### src/hidden_reg_pkg.sv
/*
 * Shared constants for the hidden register bank: aux mode register decode,
 * hidden selector codes, reset values, field positions and settle timing.
 * Assumes a single 100 MHz system clock.
 */
package hidden_reg_pkg;
   localparam int          CLK_MHZ          = 100;
   localparam logic [11:0] AUX_MODE_OFFSET  = 12'h11b;
   localparam int          SEL_MSB          = 7;
   localparam int          SEL_LSB          = 5;
   localparam logic [2:0]  SEL_DELAY_DIV    = 3'h1;
   localparam logic [2:0]  SEL_POLL_RESP    = 3'h3;
   localparam logic [3:0]  DELAY_DIV_RESET  = 4'h8;
   localparam logic [4:0]  POLL_RESP_RESET  = 5'h10;
   localparam int          U_BIT            = 4;
   localparam int          S_BIT            = 3;
   // One divider step lasts this long; least time, so round up
   localparam int          UNIT_NS          = 100;
   localparam int          UNIT_CYC         = (UNIT_NS * CLK_MHZ + 999) / 1000;
   localparam logic [1:0]  SLOW_MULT        = 2'h2;
endpackage : hidden_reg_pkg

### src/settle_delay_timer.sv
/*
 * Source settle delay timer: after a byte is placed on the data lines,
 * counts div x multiplier units of UNIT_CYC clocks, then raises settled.
 * Assumes start is a one-cycle pulse from logic on the same clock.
 */
module settle_delay_timer
   import hidden_reg_pkg::*;
#(
   parameter int DIV_W = 4,
   parameter int UCYC  = UNIT_CYC
) (
   input  wire logic             i_sys_clk,
   input  wire logic             i_nrst,
   input  wire logic             i_start,
   input  wire logic             i_slow,
   input  wire logic [DIV_W-1:0] i_div,
   output logic                  o_settled
);
   logic [DIV_W:0] units;
   logic [DIV_W:0] next_units;
   logic [7:0]     pre;
   logic [7:0]     next_pre;
   logic           next_settled;
   logic [DIV_W:0] load;

   always_comb begin
      // Zero divider would leave settled low forever after start; hold it to one unit
      load = (i_div == '0) ? (DIV_W+1)'(1) : {1'b0, i_div};
      if (i_slow) begin
         load = (DIV_W+1)'(load * SLOW_MULT);
      end
      next_units   = units;
      next_pre     = pre;
      next_settled = o_settled;
      if (i_start) begin
         next_units   = load;
         next_pre     = 8'(UCYC - 1);
         next_settled = 1'b0;
      end else if (!o_settled && units != '0) begin
         if (pre == 8'h00) begin
            next_pre = 8'(UCYC - 1);
            if (units == (DIV_W+1)'(1)) begin
               next_settled = 1'b1;
            end
            next_units = units - (DIV_W+1)'(1);
         end else begin
            next_pre = pre - 8'h01;
         end
      end
   end

   always_ff @(posedge i_sys_clk) begin
      if (!i_nrst) begin
         units     <= '0;
         pre       <= 8'h00;
         o_settled <= 1'b1;
      end else begin
         units     <= next_units;
         pre       <= next_pre;
         o_settled <= next_settled;
      end
   end
endmodule : settle_delay_timer

### src/poll_line_driver.sv
/*
 * Parallel poll line driver: while a poll is in progress, pulls the one
 * data line named by the response code when status matches sense.
 * Assumes idy is already synchronised to the system clock.
 */
module poll_line_driver
   import hidden_reg_pkg::*;
(
   input  wire logic       i_sys_clk,
   input  wire logic       i_nrst,
   input  wire logic       i_idy,
   input  wire logic       i_ist,
   input  wire logic [4:0] i_cfg,
   output logic [7:0]      o_oe,
   output logic            o_active
);
   logic [7:0] next_oe;
   logic       next_active;

   always_comb begin
      next_oe     = 8'h00;
      next_active = 1'b0;
      // Unconfigured devices stay off the lines entirely
      if (i_idy && !i_cfg[U_BIT] && (i_ist == i_cfg[S_BIT])) begin
         next_oe     = 8'h01 << i_cfg[2:0];
         next_active = 1'b1;
      end
   end

   always_ff @(posedge i_sys_clk) begin
      if (!i_nrst) begin
         o_oe     <= 8'h00;
         o_active <= 1'b0;
      end else begin
         o_oe     <= next_oe;
         o_active <= next_active;
      end
   end
endmodule : poll_line_driver

### src/hidden_reg_poll_config.sv
/*
 * Hidden register bank of the talker listener controller chip: the delay
 * divider and poll response registers, loaded through the aux mode
 * register, plus the settle delay timer and parallel poll response.
 * Assumes the bus write port, chip reset, power-on and remote poll
 * messages come from logic on i_sys_clk; attention and end-or-identify
 * arrive from pins and are synchronised here.
 */
// Contract
// - A write to the aux mode register uses bits 7-5 as hidden selector and bits 4-0 as data.
// - Hidden registers are not readable and return to initial values only by chip reset or power-on.
// - Selector 001 loads the data field into the delay divider register.
// - The low four divider bits scale the counters that time bus state changes.
// - The source settle delay before data valid depends on transfer type and three-state timing.
// - Divider eight gives over 700 ns settle; five gives 500 ns during writes, then back to eight.
// - Selector 011 loads the data field into the poll response register.
// - The poll response register contents decide how the device answers a parallel poll.
// - In remote configuration the device handles configure, enable, disable and identify on its own.
// - Disable bit 0 takes part in polls, disable bit 1 does not respond.
// - The assigned line is driven low only when status equals the sense bit.
// - The three line-select bits give line number minus one.
module hidden_reg_poll_config
   import hidden_reg_pkg::*;
(
   input  wire logic        i_sys_clk,
   input  wire logic        i_nrst,
   input  wire logic        i_bus_wr,
   input  wire logic [11:0] i_bus_addr,
   input  wire logic [7:0]  i_bus_wdata,
   input  wire logic        i_chip_reset,
   input  wire logic        i_pon,
   input  wire logic        i_ist,
   input  wire logic        i_pp_remote,
   input  wire logic        i_rx_ppc,
   input  wire logic        i_rx_other_cmd,
   input  wire logic        i_rx_ppe,
   input  wire logic        i_rx_ppd,
   input  wire logic [3:0]  i_rx_cmd_low,
   input  wire logic        i_atn_n,
   input  wire logic        i_eoi_n,
   input  wire logic        i_src_start,
   input  wire logic        i_src_command,
   input  wire logic        i_tri_timing,
   output logic             o_source_settled,
   output logic [7:0]       o_dio_oe,
   output logic [7:0]       o_dio_out,
   output logic             o_poll_active
);
   logic [3:0] delay_div;
   logic [3:0] next_delay_div;
   logic [4:0] poll_resp;
   logic [4:0] next_poll_resp;
   logic       pacs;
   logic       next_pacs;
   logic       atn_s1;
   logic       atn_s2;
   logic       eoi_s1;
   logic       eoi_s2;
   logic       aux_hit;
   logic [2:0] hidden_selector;
   logic [4:0] hidden_data_field;
   logic       restore;
   logic       idy;
   logic       slow;

   // Pin synchronisers; only the second stage is looked at
   always_ff @(posedge i_sys_clk) begin
      if (!i_nrst) begin
         atn_s1 <= 1'b1;
         atn_s2 <= 1'b1;
         eoi_s1 <= 1'b1;
         eoi_s2 <= 1'b1;
      end else begin
         atn_s1 <= i_atn_n;
         atn_s2 <= atn_s1;
         eoi_s1 <= i_eoi_n;
         eoi_s2 <= eoi_s1;
      end
   end

   always_comb begin
      idy               = !atn_s2 && !eoi_s2;
      aux_hit           = i_bus_wr && (i_bus_addr == AUX_MODE_OFFSET);
      hidden_selector   = i_bus_wdata[SEL_MSB:SEL_LSB];
      hidden_data_field = i_bus_wdata[4:0];
      restore           = i_chip_reset || i_pon;
      // Commands and any non-fast-data transfer take the long settle
      slow              = i_src_command || !i_tri_timing;
   end

   // Hidden register loads; there is no read path at all
   always_comb begin
      next_delay_div = delay_div;
      next_poll_resp = poll_resp;
      next_pacs      = pacs;
      if (restore) begin
         next_delay_div = DELAY_DIV_RESET;
         next_poll_resp = POLL_RESP_RESET;
         next_pacs      = 1'b0;
      end else begin
         if (aux_hit && hidden_selector == SEL_DELAY_DIV) begin
            // Reserved bit 4 is dropped, never stored
            next_delay_div = hidden_data_field[3:0];
         end
         if (aux_hit && hidden_selector == SEL_POLL_RESP) begin
            // Still stored in remote mode; that clobbers the remote setup
            next_poll_resp = hidden_data_field;
         end
         if (i_pp_remote) begin
            if (i_rx_ppc) begin
               next_pacs = 1'b1;
            end else if (i_rx_other_cmd) begin
               next_pacs = 1'b0;
            end
            if (pacs && i_rx_ppe) begin
               next_poll_resp = {1'b0, i_rx_cmd_low};
            end else if (pacs && i_rx_ppd) begin
               next_poll_resp = POLL_RESP_RESET;
            end
         end else begin
            next_pacs = 1'b0;
         end
      end
   end

   always_ff @(posedge i_sys_clk) begin
      if (!i_nrst) begin
         delay_div <= DELAY_DIV_RESET;
         poll_resp <= POLL_RESP_RESET;
         pacs      <= 1'b0;
         o_dio_out <= 8'h00;
      end else begin
         delay_div <= next_delay_div;
         poll_resp <= next_poll_resp;
         pacs      <= next_pacs;
         // Open-collector style: data is always low, enable does the work
         o_dio_out <= 8'h00;
      end
   end

   settle_delay_timer #(
      .DIV_W (4),
      .UCYC  (UNIT_CYC)
   ) u_settle (
      .i_sys_clk (i_sys_clk),
      .i_nrst    (i_nrst),
      .i_start   (i_src_start),
      .i_slow    (slow),
      .i_div     (delay_div),
      .o_settled (o_source_settled)
   );

   poll_line_driver u_poll (
      .i_sys_clk (i_sys_clk),
      .i_nrst    (i_nrst),
      .i_idy     (idy),
      .i_ist     (i_ist),
      .i_cfg     (poll_resp),
      .o_oe      (o_dio_oe),
      .o_active  (o_poll_active)
   );
endmodule : hidden_reg_poll_config

### config.mk
export PLATFORM = sky130hd
export DESIGN_NAME = hidden_reg_poll_config
export DESIGN_NICKNAME = d
export VERILOG_FILES = /design/src/hidden_reg_pkg.sv /design/src/settle_delay_timer.sv /design/src/poll_line_driver.sv /design/src/hidden_reg_poll_config.sv
export SDC_FILE = /design/constraint.sdc
export NUM_CORES = 1
export LEC_CHECK = 0
export BUFFER_PORTS_ARGS = -buffer_cell sky130_fd_sc_hd__buf_4
export CAP_MARGIN = 0
export CORE_ASPECT_RATIO = 1.2
export CORE_MARGIN = 3
export CORE_UTILIZATION = 40
export DETAILED_ROUTE_END_ITERATION = 8
export PLACE_DENSITY = 0.65
export SETUP_SLACK_MARGIN = 0.5
export SYNTH_ARGS = -nofsm -noshare
export SYNTH_HDL_FRONTEND = slang
export SYNTH_SLANG_ARGS = --single-unit
### constraint.sdc
create_clock -name i_sys_clk -period 2.4 [get_ports i_sys_clk]
set_clock_uncertainty 0.2 [all_clocks]
set_input_delay 0 -clock i_sys_clk [delete_from_list [all_inputs] [get_ports i_sys_clk]]
set_output_delay 0 -clock i_sys_clk [all_outputs]
set_load 0.005 [all_outputs]
; After elaboration in Yosys (flattened, before gate mapping)
; Index checks and enable logic that the tools add are counted.
[totals]
reg_bits = 37
input_bits = 40
output_inout_bits = 18
word_cells = 71
[op_classes]
addsub = 2
eq_ne = 5
shift = 1
muxes = 19
bitwise_logic = 2
n_reduce_logical = 29
[op_table]
columns = op, count
row1 = $mux W5, 8
row2 = $eq A12 B9 Y1 const B, 1
row3 = $mux W4, 3
row4 = $logic_and A1 B1 Y1, 9
row5 = $logic_not A8 Y1, 1
row6 = $mux W8, 1
row7 = $reduce_bool A2 Y1, 4
row8 = $shl A1 B3 Y8 const A, 1
row9 = $sub A8 B1 Y8 const B, 1
row10 = $mux W1, 7
row11 = $eq A5 B1 Y1 const B, 1
row12 = $logic_not A1 Y1, 5
row13 = $reduce_bool A5 Y1, 1
row14 = $sub A5 B1 Y5 const B, 1
row15 = $logic_not A4 Y1, 1
row16 = $reduce_and A2 Y1, 2
row17 = $reduce_or A2 Y1, 2
row18 = $eq A3 B1 Y1 const B, 1
row19 = $eq A3 B2 Y1 const B, 1
row20 = $reduce_and A3 Y1, 1
row21 = $reduce_or A3 Y1, 1
row22 = $logic_or A1 B1 Y1, 2
row23 = $not A1 Y1, 2
row24 = $eq A1 B1 Y1, 1

; Longest topological paths before layout
; Gate-level depths: netlist of run 1.
[logic_depth]
ltp_word = 7
depth_mapped = 6
mapped_depth_nobuf = 6

; Modules after synthesis
; From an unflattened synthesis of run 1, not the netlist that was laid out.
[hier_totals]
cells_unflattened = 181
hier_area_um2 = 1804.2
[by_module_without_submodules]
columns = module, n_inst, cells_per_inst, area_each_um2, seq_area_each_um2
row1 = settle_delay_timer, 1, 88, 813.3, 280.3
row2 = hidden_reg_poll_config, 1, 68, 686.9, 280.3
row3 = poll_line_driver, 1, 25, 304.0, 180.2

; Worst setup path after synthesis of run 1
; Ideal clock, no wire load.
[synth_path]
path_kind = register -> register
start = register u_settle.pre[0]
end = register u_settle.units[1]
setup_ps = 92
arrival_ps = 1788
t_required_ps = 2108
path_slack_ps = 319
path_stages_with_launch = 7
n_path_buf = 0
synth_period_minus_slack_ps = 2081
path_cell_list = dfxtp_1 inv_1 ha_1 or3b_2 nor4_4 mux2_2 o32ai_1
[synth_via]
elab_chain_len = 3
[synth_rtl]
columns = item, line_no
row1 = from (decl), settle_delay_timer.sv:21  ; logic [7:0] pre;
row2 = from (signal assigned), settle_delay_timer.sv:59  ; pre <= next_pre;
row3 = $logic_not A8 Y1, settle_delay_timer.sv:40  ; if (pre == 8'h00) begin
row4 = $reduce_bool A2 Y1 (no source line), -
row5 = $reduce_and A2 Y1 (no source line), -
row6 = to (signal assigned), settle_delay_timer.sv:58  ; units <= next_units;
row7 = to (decl), settle_delay_timer.sv:19  ; logic [DIV_W:0] units;
; Every way passes these cells.
; A chain may end at the register's enable or synchronous reset.

; Worst setup path after layout of run 1
[layout_path]
start = register u_settle.pre[5]
end = register u_settle.units[1]
; The elaborated chain is that of the path after synthesis.

==> impl_metrics.py, run 1 <==
metrics = {
    "die": {
        "initial_core_util_pct": 42.1,
        "core_area_um2": 4330,
        "die_area_um2": 5400,
        "ios": 58,
        "fp.dieH_um": 79.9,
        "num_rows": 26,
        "die_x_um": 67.6,
    },
    "cts": {
        "clk_pin_slew_ns": 0.07,
        "numCtsBuffers": 5,
        "worstSkewPairLatency_ns": 0.29,
        "htreeDepth": 2,
        "root_buffer": "clkbuf_8",
        "cts_tree": "built",
        "cts.sinks": 37,
        "cts_buffer_depth": 2,
    },
    "run_status": {
        "violations": "negative hold slack",
        "status": "finished with violations",
    },
    "global_route": {
        "antenna_found_initial": 0,
        "grt_max_degree": 15,
        "overflow": 0,
        "grt_usage_pct": 19.0,
        "grt_pass1_vias": 1653,
        "grt_pass1_wl_mm": 7.67,
    },
    "critical_path": {
        "startpoint_type": "flip-flop",
        "crit_path_max_incr_delay_ns": 0.56,
        "cp.buffers_inverters": 1,
        "cp_top_family": "simple AND/OR/NAND/NOR gates",
        "endpoint_kind": "flip-flop",
        "required_ns": 2.40,
        "critPathArrivalTime_ns": 1.96,
        "crit_fanout": 5,
        "critPathKind": "flip-flop to flip-flop",
        "rrSetupSlack_ns": 0.45,
        "worstPathCellList": "or4_4 -> nor4_4 -> buf_4 -> mux2_4 -> o32ai_2",
        "cpMaxStageDelayCell": "or4_4",
    },
    "routing": {
        "finalWirelength_mm": 4.77,
        "post_drt_wl_per_cell_um": 13.9,
        "ant_nets": 0,
        "drtIter0Drc": 42,
        "vias_per_cell": 5.04,
        "first_pass_iters": 4,
        "vias": 1730,
        "drc": 0,
    },
    "sta": {
        "setup-violations-final": 0,
        "slew_viol_final": 0,
        "fin_crit_ns": 1.95,
        "finalSetupTns_ns": 0,
        "whs_ns": -0.0136,
        "maxSlewHeadroom_pct": 60.0,
        "worst_pin_slew_ns": 0.598,
        "rsz0062_at_grt": "yes",
        "final-hold-violation-count": 1,
        "max_freq_mhz": 512,
        "finalCritPeriodShare_pct": 81.4,
    },
    "power": {
        "seqPwrFrac_pct": 47.2,
        "p_per_area_nw_per_um2": 499,
        "pwr-share-comb_pct": 19.7,
        "power.share.clock_pct": 33.0,
        "p_leak_nw": 1.17,
        "power_switching_mw": 0.362,
        "swShare_pct": 26.2,
        "peakVddDrop_mv": 0.433,
        "internal_power_mw": 1.02,
    },
    "min_path": {
        "holdCritPathClass": "input pin to flip-flop",
    },
    "logic_synthesis": {
        "synth_most_common_cell": "dfxtp_1",
        "synth_top_area_share_pct": 40.7,
        "synth_edf_count": 0,
        "yosysWarnings": 0,
        "seq_area_frac_synth_pct": 40.7,
        "synth_area_leader_cell": "dfxtp_1",
        "netlist_area_um2": 1820,
        "syn_avg_cell_area_um2": 9.34,
        "synthTopCellsByArea": "dfxtp_1 41%, mux2i_1 4.9%, nor2_1 4.3%, ha_1 3.4%, buf_4 3.3%",
        "ys.flop_type": "dfxtp_1",
        "ys_types": 47,
        "synthTopCellsByCount": "37 x dfxtp_1, 21 x nor2_1, 11 x nor3_1",
        "syn_inst": 195,
        "ys_seq_elements": 37,
        "synthArstFlopShare_pct": 0,
    },
    "layout": {
        "syn2layout_area_growth_pct": 52.1,
        "final_nets": 331,
        "n_fill_cell": 397,
        "drive_gt1_share_pct": 32.8,
        "num_antenna_cells": 0,
        "final_cell_count_no_fill": 343,
    },
    "placed_design": {
        "gp_congestion": 0.810,
        "dp_hpwl_mm": 3.29,
        "placement.io_buffers": 49,
        "dp.cells": 297,
    },
    "run": {
        "maxCapViolations": 0,
    },
}
## logic make-up (layout without fill, tap and decap cells)
family / after synthesis / count (layout) / share of synthesized area [%]
adders and majority gates: 5 / 5 / 3.44
muxes: 10 / 10 / 5.57
other: 1 / 8 / 0.206
AOI/OAI and AO/OA: 27 / 27 / 10.2
and+or+nand+nor: 88 / 88 / 30.7
DFF: 37 / 37 / 40.7
buffers and inverters: 20 / 105 / 5.77
xor gates and xnor gates: 7 / 7 / 3.37
## through the flow
step | cell area (um^2) | hold slack (ns) | power (mW) | setup WS (ns) | util, %
after floorplan | 1880 | -0.0985 | 0.796 | 0.411 | -
after global placement | 2260 | -0.00826 | 0.879 | 0.415 | 52.1
after detailed placement | 2260 | -0.0105 | 0.880 | 0.385 | 52.1
after CTS | 2690 | -0.0220 | 1.38 | 0.450 | 62.2
after global routing | 2770 | 0.00826 | 1.45 | 0.351 | 64.0
final | 2770 | -0.0136 | 1.38 | 0.447 | 64.0
## worst min-delay path, delay by kind of cell
family	cells	cell delay [ns]
buf+inv	1	0.08
mux	1	0.11
simple gates	3	0.25
## per-layer routing
layer  vias up  wire length (um)  GRT usage, %
met4         0               106          7.30
met1       798              1940          20.8
li1        871                 -             -
met5         -                 0             0
met3        10               311          5.21
met2        51              2410          33.8
## path summary, 6_finish.rpt
kind	end	cells past startpoint	from
setup / recovery	u_settle.units[1]	5	u_settle.pre[5]
hold / removal	delay_div[3]	5	i_bus_addr[11]
setup reg to reg	u_settle.units[1]	5	u_settle.pre[5]
hold reg to reg	u_settle.pre[0]	1	u_settle.pre[0]
## flip-flops by register name, indices dropped and copies added (netlist names)
| name | cells |
|---|---|
| u_poll.o_oe | 8 |
| u_settle.pre | 8 |
| eoi_s1 | 1 |
| eoi_s2 | 1 |
| poll_resp | 5 |
| atn_s2 | 1 |
| pacs | 1 |
| u_settle.o_settled | 1 |
| delay_div | 4 |
| u_settle.units | 5 |
| u_poll.o_active | 1 |
| atn_s1 | 1 |
## repair_timing
item,CTS,global route
cloned,0,0
pin swaps,2,3
gates resized for setup,2,12
hold endpoints to repair,23,0
hold buffers,32,0
setup endpoints to repair,11,15
buffers inserted,2,4
## cells in the final DEF (no fill, tap or decap), types with 4 or more instances in the layout
cell type,count
nand2_1,10
conb_1,8
a31oi_1,4
o21ai_0,7
nor2_1,20
dfxtp_1,32
xnor2_1,5
mux2i_1,9
dlygate4sd3_1,32
clkbuf_8,6
inv_2,4
o2bb2ai_1,4
dfxtp_2,5
nand2b_1,8
inv_1,4
nor3_1,11
nor4b_1,4
buf_4,56
## layout make-up
cell class,instances,area (um^2),area share [%]
Clock buffer,6,82.6,2.98
Clock inverter,2,13.8,0.497
Inverter,8,30.0,1.08
Multi-Input combinational cell,145,1070,38.8
Sequential cell,37,747,27.0
Tap cell,56,70.1,2.53
Timing Repair Buffer,89,752,27.2
## power groups by stage
stage / Sequential (mW) / Clock (mW) / Combinational, mW
2_1_floorplan: 0.657 / 0 / 0.139
3_5_place_dp: 0.665 / 0 / 0.215
3_3_place_gp: 0.664 / 0 / 0.215
4_1_cts: 0.651 / 0.475 / 0.251
6_report: 0.652 / 0.456 / 0.273
5_1_grt: 0.654 / 0.503 / 0.298
(Power assumes the default switching activity.)
==> run 2, diff against run 1 <==
clock period = 2.1 ns   (was 2.4 ns; I/O delays follow)
==> run 2 against run 1 <==
  * The run still ends with negative hold slack left
  * Die area stayed put
  * Hold slack worse by 0.0091 ns
  * Register-to-register slack worse by 0.28 ns
  * Cell count is 0.29% higher
  * Routed wire length down 1.8%
  * Clock power up 37%
==> impl_metrics.py, run 2 (synthesis gave the netlist of run 1 again) <==
metrics = {
    "min_path": {
        "holdCritPathClass": "input pin to flip-flop",
    },
    "cts": {
        "root_buffer": "clkbuf_8",
        "worstSkewPairLatency_ns": 0.29,
        "clk_pin_slew_ns": 0.08,
        "cts_tree": "built",
        "numCtsBuffers": 5,
        "cts_buffer_depth": 2,
        "htreeDepth": 2,
        "cts.sinks": 37,
    },
    "die": {
        "core_area_um2": 4330,
        "fp.dieH_um": 79.9,
        "die_x_um": 67.6,
        "initial_core_util_pct": 42.1,
        "die_area_um2": 5400,
        "num_rows": 26,
        "ios": 58,
    },
    "layout": {
        "drive_gt1_share_pct": 34.7,
        "final_cell_count_no_fill": 344,
        "largestRegisters": "u_poll.o_oe: 8 flops, u_settle.pre: 8 flops",
        "fin_util_pct": 65.1,
        "n_fill_cell": 359,
        "final_common_cell": "buf_4",
        "layout_common_cells": "59 x buf_4, 32 x dfxtp_1, 28 x dlygate4sd3_1",
        "syn2layout_area_growth_pct": 54.8,
        "final_nets": 332,
        "postLayoutCellArea_um2": 2820,
        "num_antenna_cells": 0,
        "multiInputGateArea_um2": 1100,
        "regArea_um2": 747,
    },
    "placed_design": {
        "dp.cells": 299,
        "place_area_um2": 2290,
        "pre_cts_slack_ns": 0.0793,
        "placement.io_buffers": 49,
        "gp_congestion": 0.841,
        "dp_hpwl_mm": 3.19,
    },
    "sta": {
        "final-hold-violation-count": 3,
        "whs_ns": -0.0226,
        "fin_crit_ns": 1.93,
        "fin_ws_ns": 0.168,
        "slew_viol_final": 0,
        "max_freq_mhz": 518,
        "finalCritPeriodShare_pct": 92.0,
        "setup-violations-final": 0,
        "finalSetupTns_ns": 0,
        "rsz0062_at_grt": "yes",
    },
    "critical_path": {
        "rrSetupSlack_ns": 0.17,
        "endpoint_kind": "flip-flop",
        "crit_fanout": 5,
        "critPathKind": "flip-flop to flip-flop",
        "startpoint_type": "flip-flop",
        "critPathArrivalTime_ns": 1.93,
        "crit_path_max_incr_delay_ns": 0.55,
        "cpMaxStageDelayCell": "or4_4",
        "worstPathCellList": "or4_4 -> nor4_4 -> buf_4 -> mux2_4 -> o32ai_2",
        "required_ns": 2.10,
    },
    "run_status": {
        "status": "finished with violations",
        "violations": "negative hold slack",
    },
    "routing": {
        "ant_nets": 0,
        "post_drt_wl_per_cell_um": 13.6,
        "drc": 0,
        "vias_per_cell": 5.01,
        "finalWirelength_mm": 4.68,
        "vias": 1725,
        "first_pass_iters": 4,
        "drtIter0Drc": 69,
    },
    "global_route": {
        "grt_usage_pct": 18.8,
        "grt_pass1_vias": 1806,
        "antenna_found_initial": 0,
        "grt_pass1_wl_mm": 7.69,
        "grt_max_degree": 14,
        "overflow": 0,
    },
    "power": {
        "peakVddDrop_mv": 0.416,
        "p_leak_nw": 1.19,
        "p_per_area_nw_per_um2": 606,
    },
    "run": {
        "maxCapViolations": 0,
    },
}
## run 2: changes by cell type in the layout (fill, tap and decap cells not counted), moves of 2 or more
cell           previous run  this run
buf_4                    56        59
dlygate4sd3_1            32        28
nor4b_1                   4         2
o21ai_0                   7         5
or4b_2                    2         0
or4b_4                    0         2
## run 2: power breakdown
group / internal [mW] / switching (mW) / leakage (nW)
Combinational: 0.195 / 0.145 / 0.834
Sequential: 0.721 / 0.0208 / 0.303
Clock: 0.355 / 0.270 / 0.0543
## run 2: path summary, 6_finish.rpt
check                                          to  depth (start not counted)       startpoint
worst min register to register    u_poll.o_active                          1           eoi_s2
worst max-delay path            u_settle.units[1]                          5  u_settle.pre[5]
worst min-delay path                 delay_div[3]                          5   i_bus_wdata[7]
worst max register to register  u_settle.units[1]                          5  u_settle.pre[5]
## run 2: per-layer routing
metal	track usage [%]	vias up	share of wire (%)
met5	0	-	0
met4	7.91	0	2.2
met3	4.79	10	6.1
li1	-	878	-
met2	34.8	56	51
met1	19.4	781	40
## run 2: timing repair
action / 4_1_cts / 5_1_grt
pin swaps: 7 / 2
setup endpoints to repair: 14 / 27
hold buffers: 27 / 2
buffers inserted: 7 / 1
hold endpoints to repair: 23 / 6
resized for setup: 8 / 11
## run 2: worst max-delay path, delay by kind of cell, from the launching register on
kind            cells  cell delay [ns]
simple gates        2             0.76
flops               1             0.32
mux                 1             0.30
buf+inv             1             0.18
compound gates      1             0.09
## run 2: per-stage QoR
| stage | power [mW] | hold WS (ns) |
|---|---|---|
| after global placement | 1.01 | -0.0144 |
| final | 1.71 | -0.0226 |
| after floorplan | 0.915 | -0.0985 |
| after CTS | 1.71 | -0.117 |
| after detailed placement | 1.01 | -0.0128 |
| after global routing | 1.78 | -0.0130 |
## run 2: final cells by class
type                       count  share of cell area [%]
clock inverter                 3                    1.64
multi-input combinational    145                    38.9
timing repair buffer          90                    26.9
clock buffer                   5                    2.44
tap                           56                    2.49
sequential                    37                    26.5
inverter                       8                    1.07
==> run 3, diff against run 2 <==
CORE_UTILIZATION = 35   (was 40)
PLACE_DENSITY = unset   (was 0.65)
==> run 3 against run 2 <==
  * The flow still finishes with violations (negative hold slack)
  * Cell count up 1.5%
  * Flip-flop and latch count did not move
  * Largest power group unchanged
  * Critical path type unchanged
  * Die area is 13% higher
  * Clock power shrank 20%
  * Register-to-register slack worse by 0.02 ns
==> impl_metrics.py, run 3 (synthesis gave the netlist of run 1 again) <==
metrics = {
    "run_status": {
        "status": "finished with violations",
        "violations": "negative hold slack",
    },
    "routing": {
        "drtIter0Drc": 42,
        "drc": 0,
        "post_drt_wl_per_cell_um": 14.6,
        "vias_per_cell": 5.04,
        "finalWirelength_mm": 5.08,
        "ant_nets": 0,
        "first_pass_iters": 4,
        "vias": 1758,
    },
    "power": {
        "internal_power_mw": 1.15,
        "power.share.clock_pct": 31.5,
        "power_switching_mw": 0.434,
        "swShare_pct": 27.4,
        "pwr-share-comb_pct": 21.6,
        "peakVddDrop_mv": 0.290,
        "seqPwrFrac_pct": 47.0,
        "p_leak_nw": 1.18,
        "p_per_area_nw_per_um2": 568,
        "power_mw": 1.58,
    },
    "placed_design": {
        "dp_hpwl_mm": 3.64,
        "dp.cells": 304,
        "placement.io_buffers": 49,
        "gp_congestion": 0.818,
    },
    "layout": {
        "final_common_cell": "buf_4",
        "syn2layout_area_growth_pct": 52.6,
        "regArea_um2": 746,
        "final_cell_count_no_fill": 349,
        "layout_common_cells": "61 x buf_4, 33 x dfxtp_1, 27 x dlygate4sd3_1",
        "largestRegisters": "u_poll.o_oe: 8 flops, u_settle.pre: 8 flops",
        "final_nets": 333,
        "multiInputGateArea_um2": 1080,
        "fin_util_pct": 55.9,
        "drive_gt1_share_pct": 33.9,
        "num_antenna_cells": 0,
        "n_fill_cell": 450,
    },
    "min_path": {
        "holdCritPathClass": "input pin to flip-flop",
    },
    "die": {
        "num_rows": 28,
        "die_area_um2": 6110,
        "ios": 58,
        "fp.dieH_um": 85.0,
        "die_x_um": 71.8,
        "initial_core_util_pct": 36.6,
        "core_area_um2": 4970,
    },
    "sta": {
        "setup-violations-final": 0,
        "fin_crit_ns": 1.95,
        "whs_ns": -0.0386,
        "slew_viol_final": 0,
        "finalCritPeriodShare_pct": 92.8,
        "rsz0062_at_grt": "yes",
        "finalSetupTns_ns": 0,
        "max_freq_mhz": 513,
        "final-hold-violation-count": 4,
    },
    "critical_path": {
        "crit_fanout": 4,
        "endpoint_kind": "flip-flop",
        "cp.buffers_inverters": 1,
        "crit_path_max_incr_delay_ns": 0.56,
        "worstPathCellList": "or4_4 -> nor4_4 -> buf_4 -> mux2_4 -> o32ai_2",
        "critPathArrivalTime_ns": 1.97,
        "required_ns": 2.12,
        "cp_top_family": "simple AND/OR/NAND/NOR gates",
        "cpMaxStageDelayCell": "or4_4",
        "startpoint_type": "flip-flop",
        "critPathKind": "flip-flop to flip-flop",
    },
    "cts": {
        "htreeDepth": 2,
        "root_buffer": "clkbuf_8",
        "clk_pin_slew_ns": 0.08,
        "numCtsBuffers": 5,
        "cts_buffer_depth": 2,
        "cts_tree": "built",
        "worstSkewPairLatency_ns": 0.30,
        "cts.sinks": 37,
    },
    "global_route": {
        "overflow": 0,
        "grt_pass1_vias": 1855,
        "grt_pass1_wl_mm": 8.20,
        "antenna_found_initial": 0,
        "grt_usage_pct": 17.0,
        "grt_max_degree": 13,
    },
    "run": {
        "maxCapViolations": 0,
    },
}
-- run 3: cell types whose count changed in the layout (fill, tap and decap cells not counted), sizes merged --
cell | before | now
buf | 61 | 63
bufinv | 1 | 0
clkinv | 1 | 2
dlygate4sd3 | 28 | 27
-- run 3: power by group through the flow --
stage	sequential, mW	combinational [mW]	clock (mW)
2_1_floorplan	0.751	0.164	0
3_3_place_gp	0.757	0.265	0
3_5_place_dp	0.758	0.266	0
4_1_cts	0.741	0.330	0.511
5_1_grt	0.745	0.371	0.535
6_report	0.742	0.341	0.497
-- run 3: layer usage --
layer / vias up / routed length (um) / GRT usage (%)
li1: 875 / - / -
met1: 828 / 1960 / 18.0
met2: 44 / 2770 / 31.3
met3: 11 / 234 / 4.15
met4: 0 / 112 / 7.18
met5: - / 0 / 0
-- run 3: final cells by class --
cell class | count | area share [%]
clock buffers | 5 | 2.48
multi-input cells | 145 | 38.8
well taps | 60 | 2.70
flip-flops and latches | 37 | 26.8
inverters | 8 | 1.08
clock inverters | 3 | 0.630
repair buffers | 91 | 27.5
-- run 3: worst register-to-register path: cells and delay by family, from the launching register on --
| family | cells | cell delay [ns] |
|---|---|---|
| AOI/OAI and AO/OA | 1 | 0.08 |
| buffers and inverters | 1 | 0.18 |
| DFF | 1 | 0.32 |
| muxes | 1 | 0.31 |
| and+or+nand+nor | 2 | 0.79 |
-- run 3: timing repair --
action / in CTS / in global routing
resized for setup: 7 / 6
cloned: 0 / 0
endpoints found under the hold margin: 22 / 5
setup buffers: 8 / 1
hold buffers: 27 / 1
pin swaps: 3 / 0
endpoints found under the setup margin: 17 / 23
-- run 3: final timing paths --
kind | from | to | slack [ns] | cells past startpoint
setup / recovery | u_settle.pre[5] | u_settle.units[1] | 0.15 | 5
hold / removal | i_bus_wdata[7] | delay_div[3] | -0.04 | 5
setup reg to reg | u_settle.pre[5] | u_settle.units[1] | 0.15 | 5
hold reg to reg | eoi_s1 | eoi_s2 | 0.21 | 1
-- run 3: stage by stage --
stage	worst slack, ns	cell area, um^2
global route	0.0775	2780
finish	0.152	2780
global placement	0.152	2300
floorplan	0.115	1900
CTS	0.188	2750
detailed placement	0.110	2300
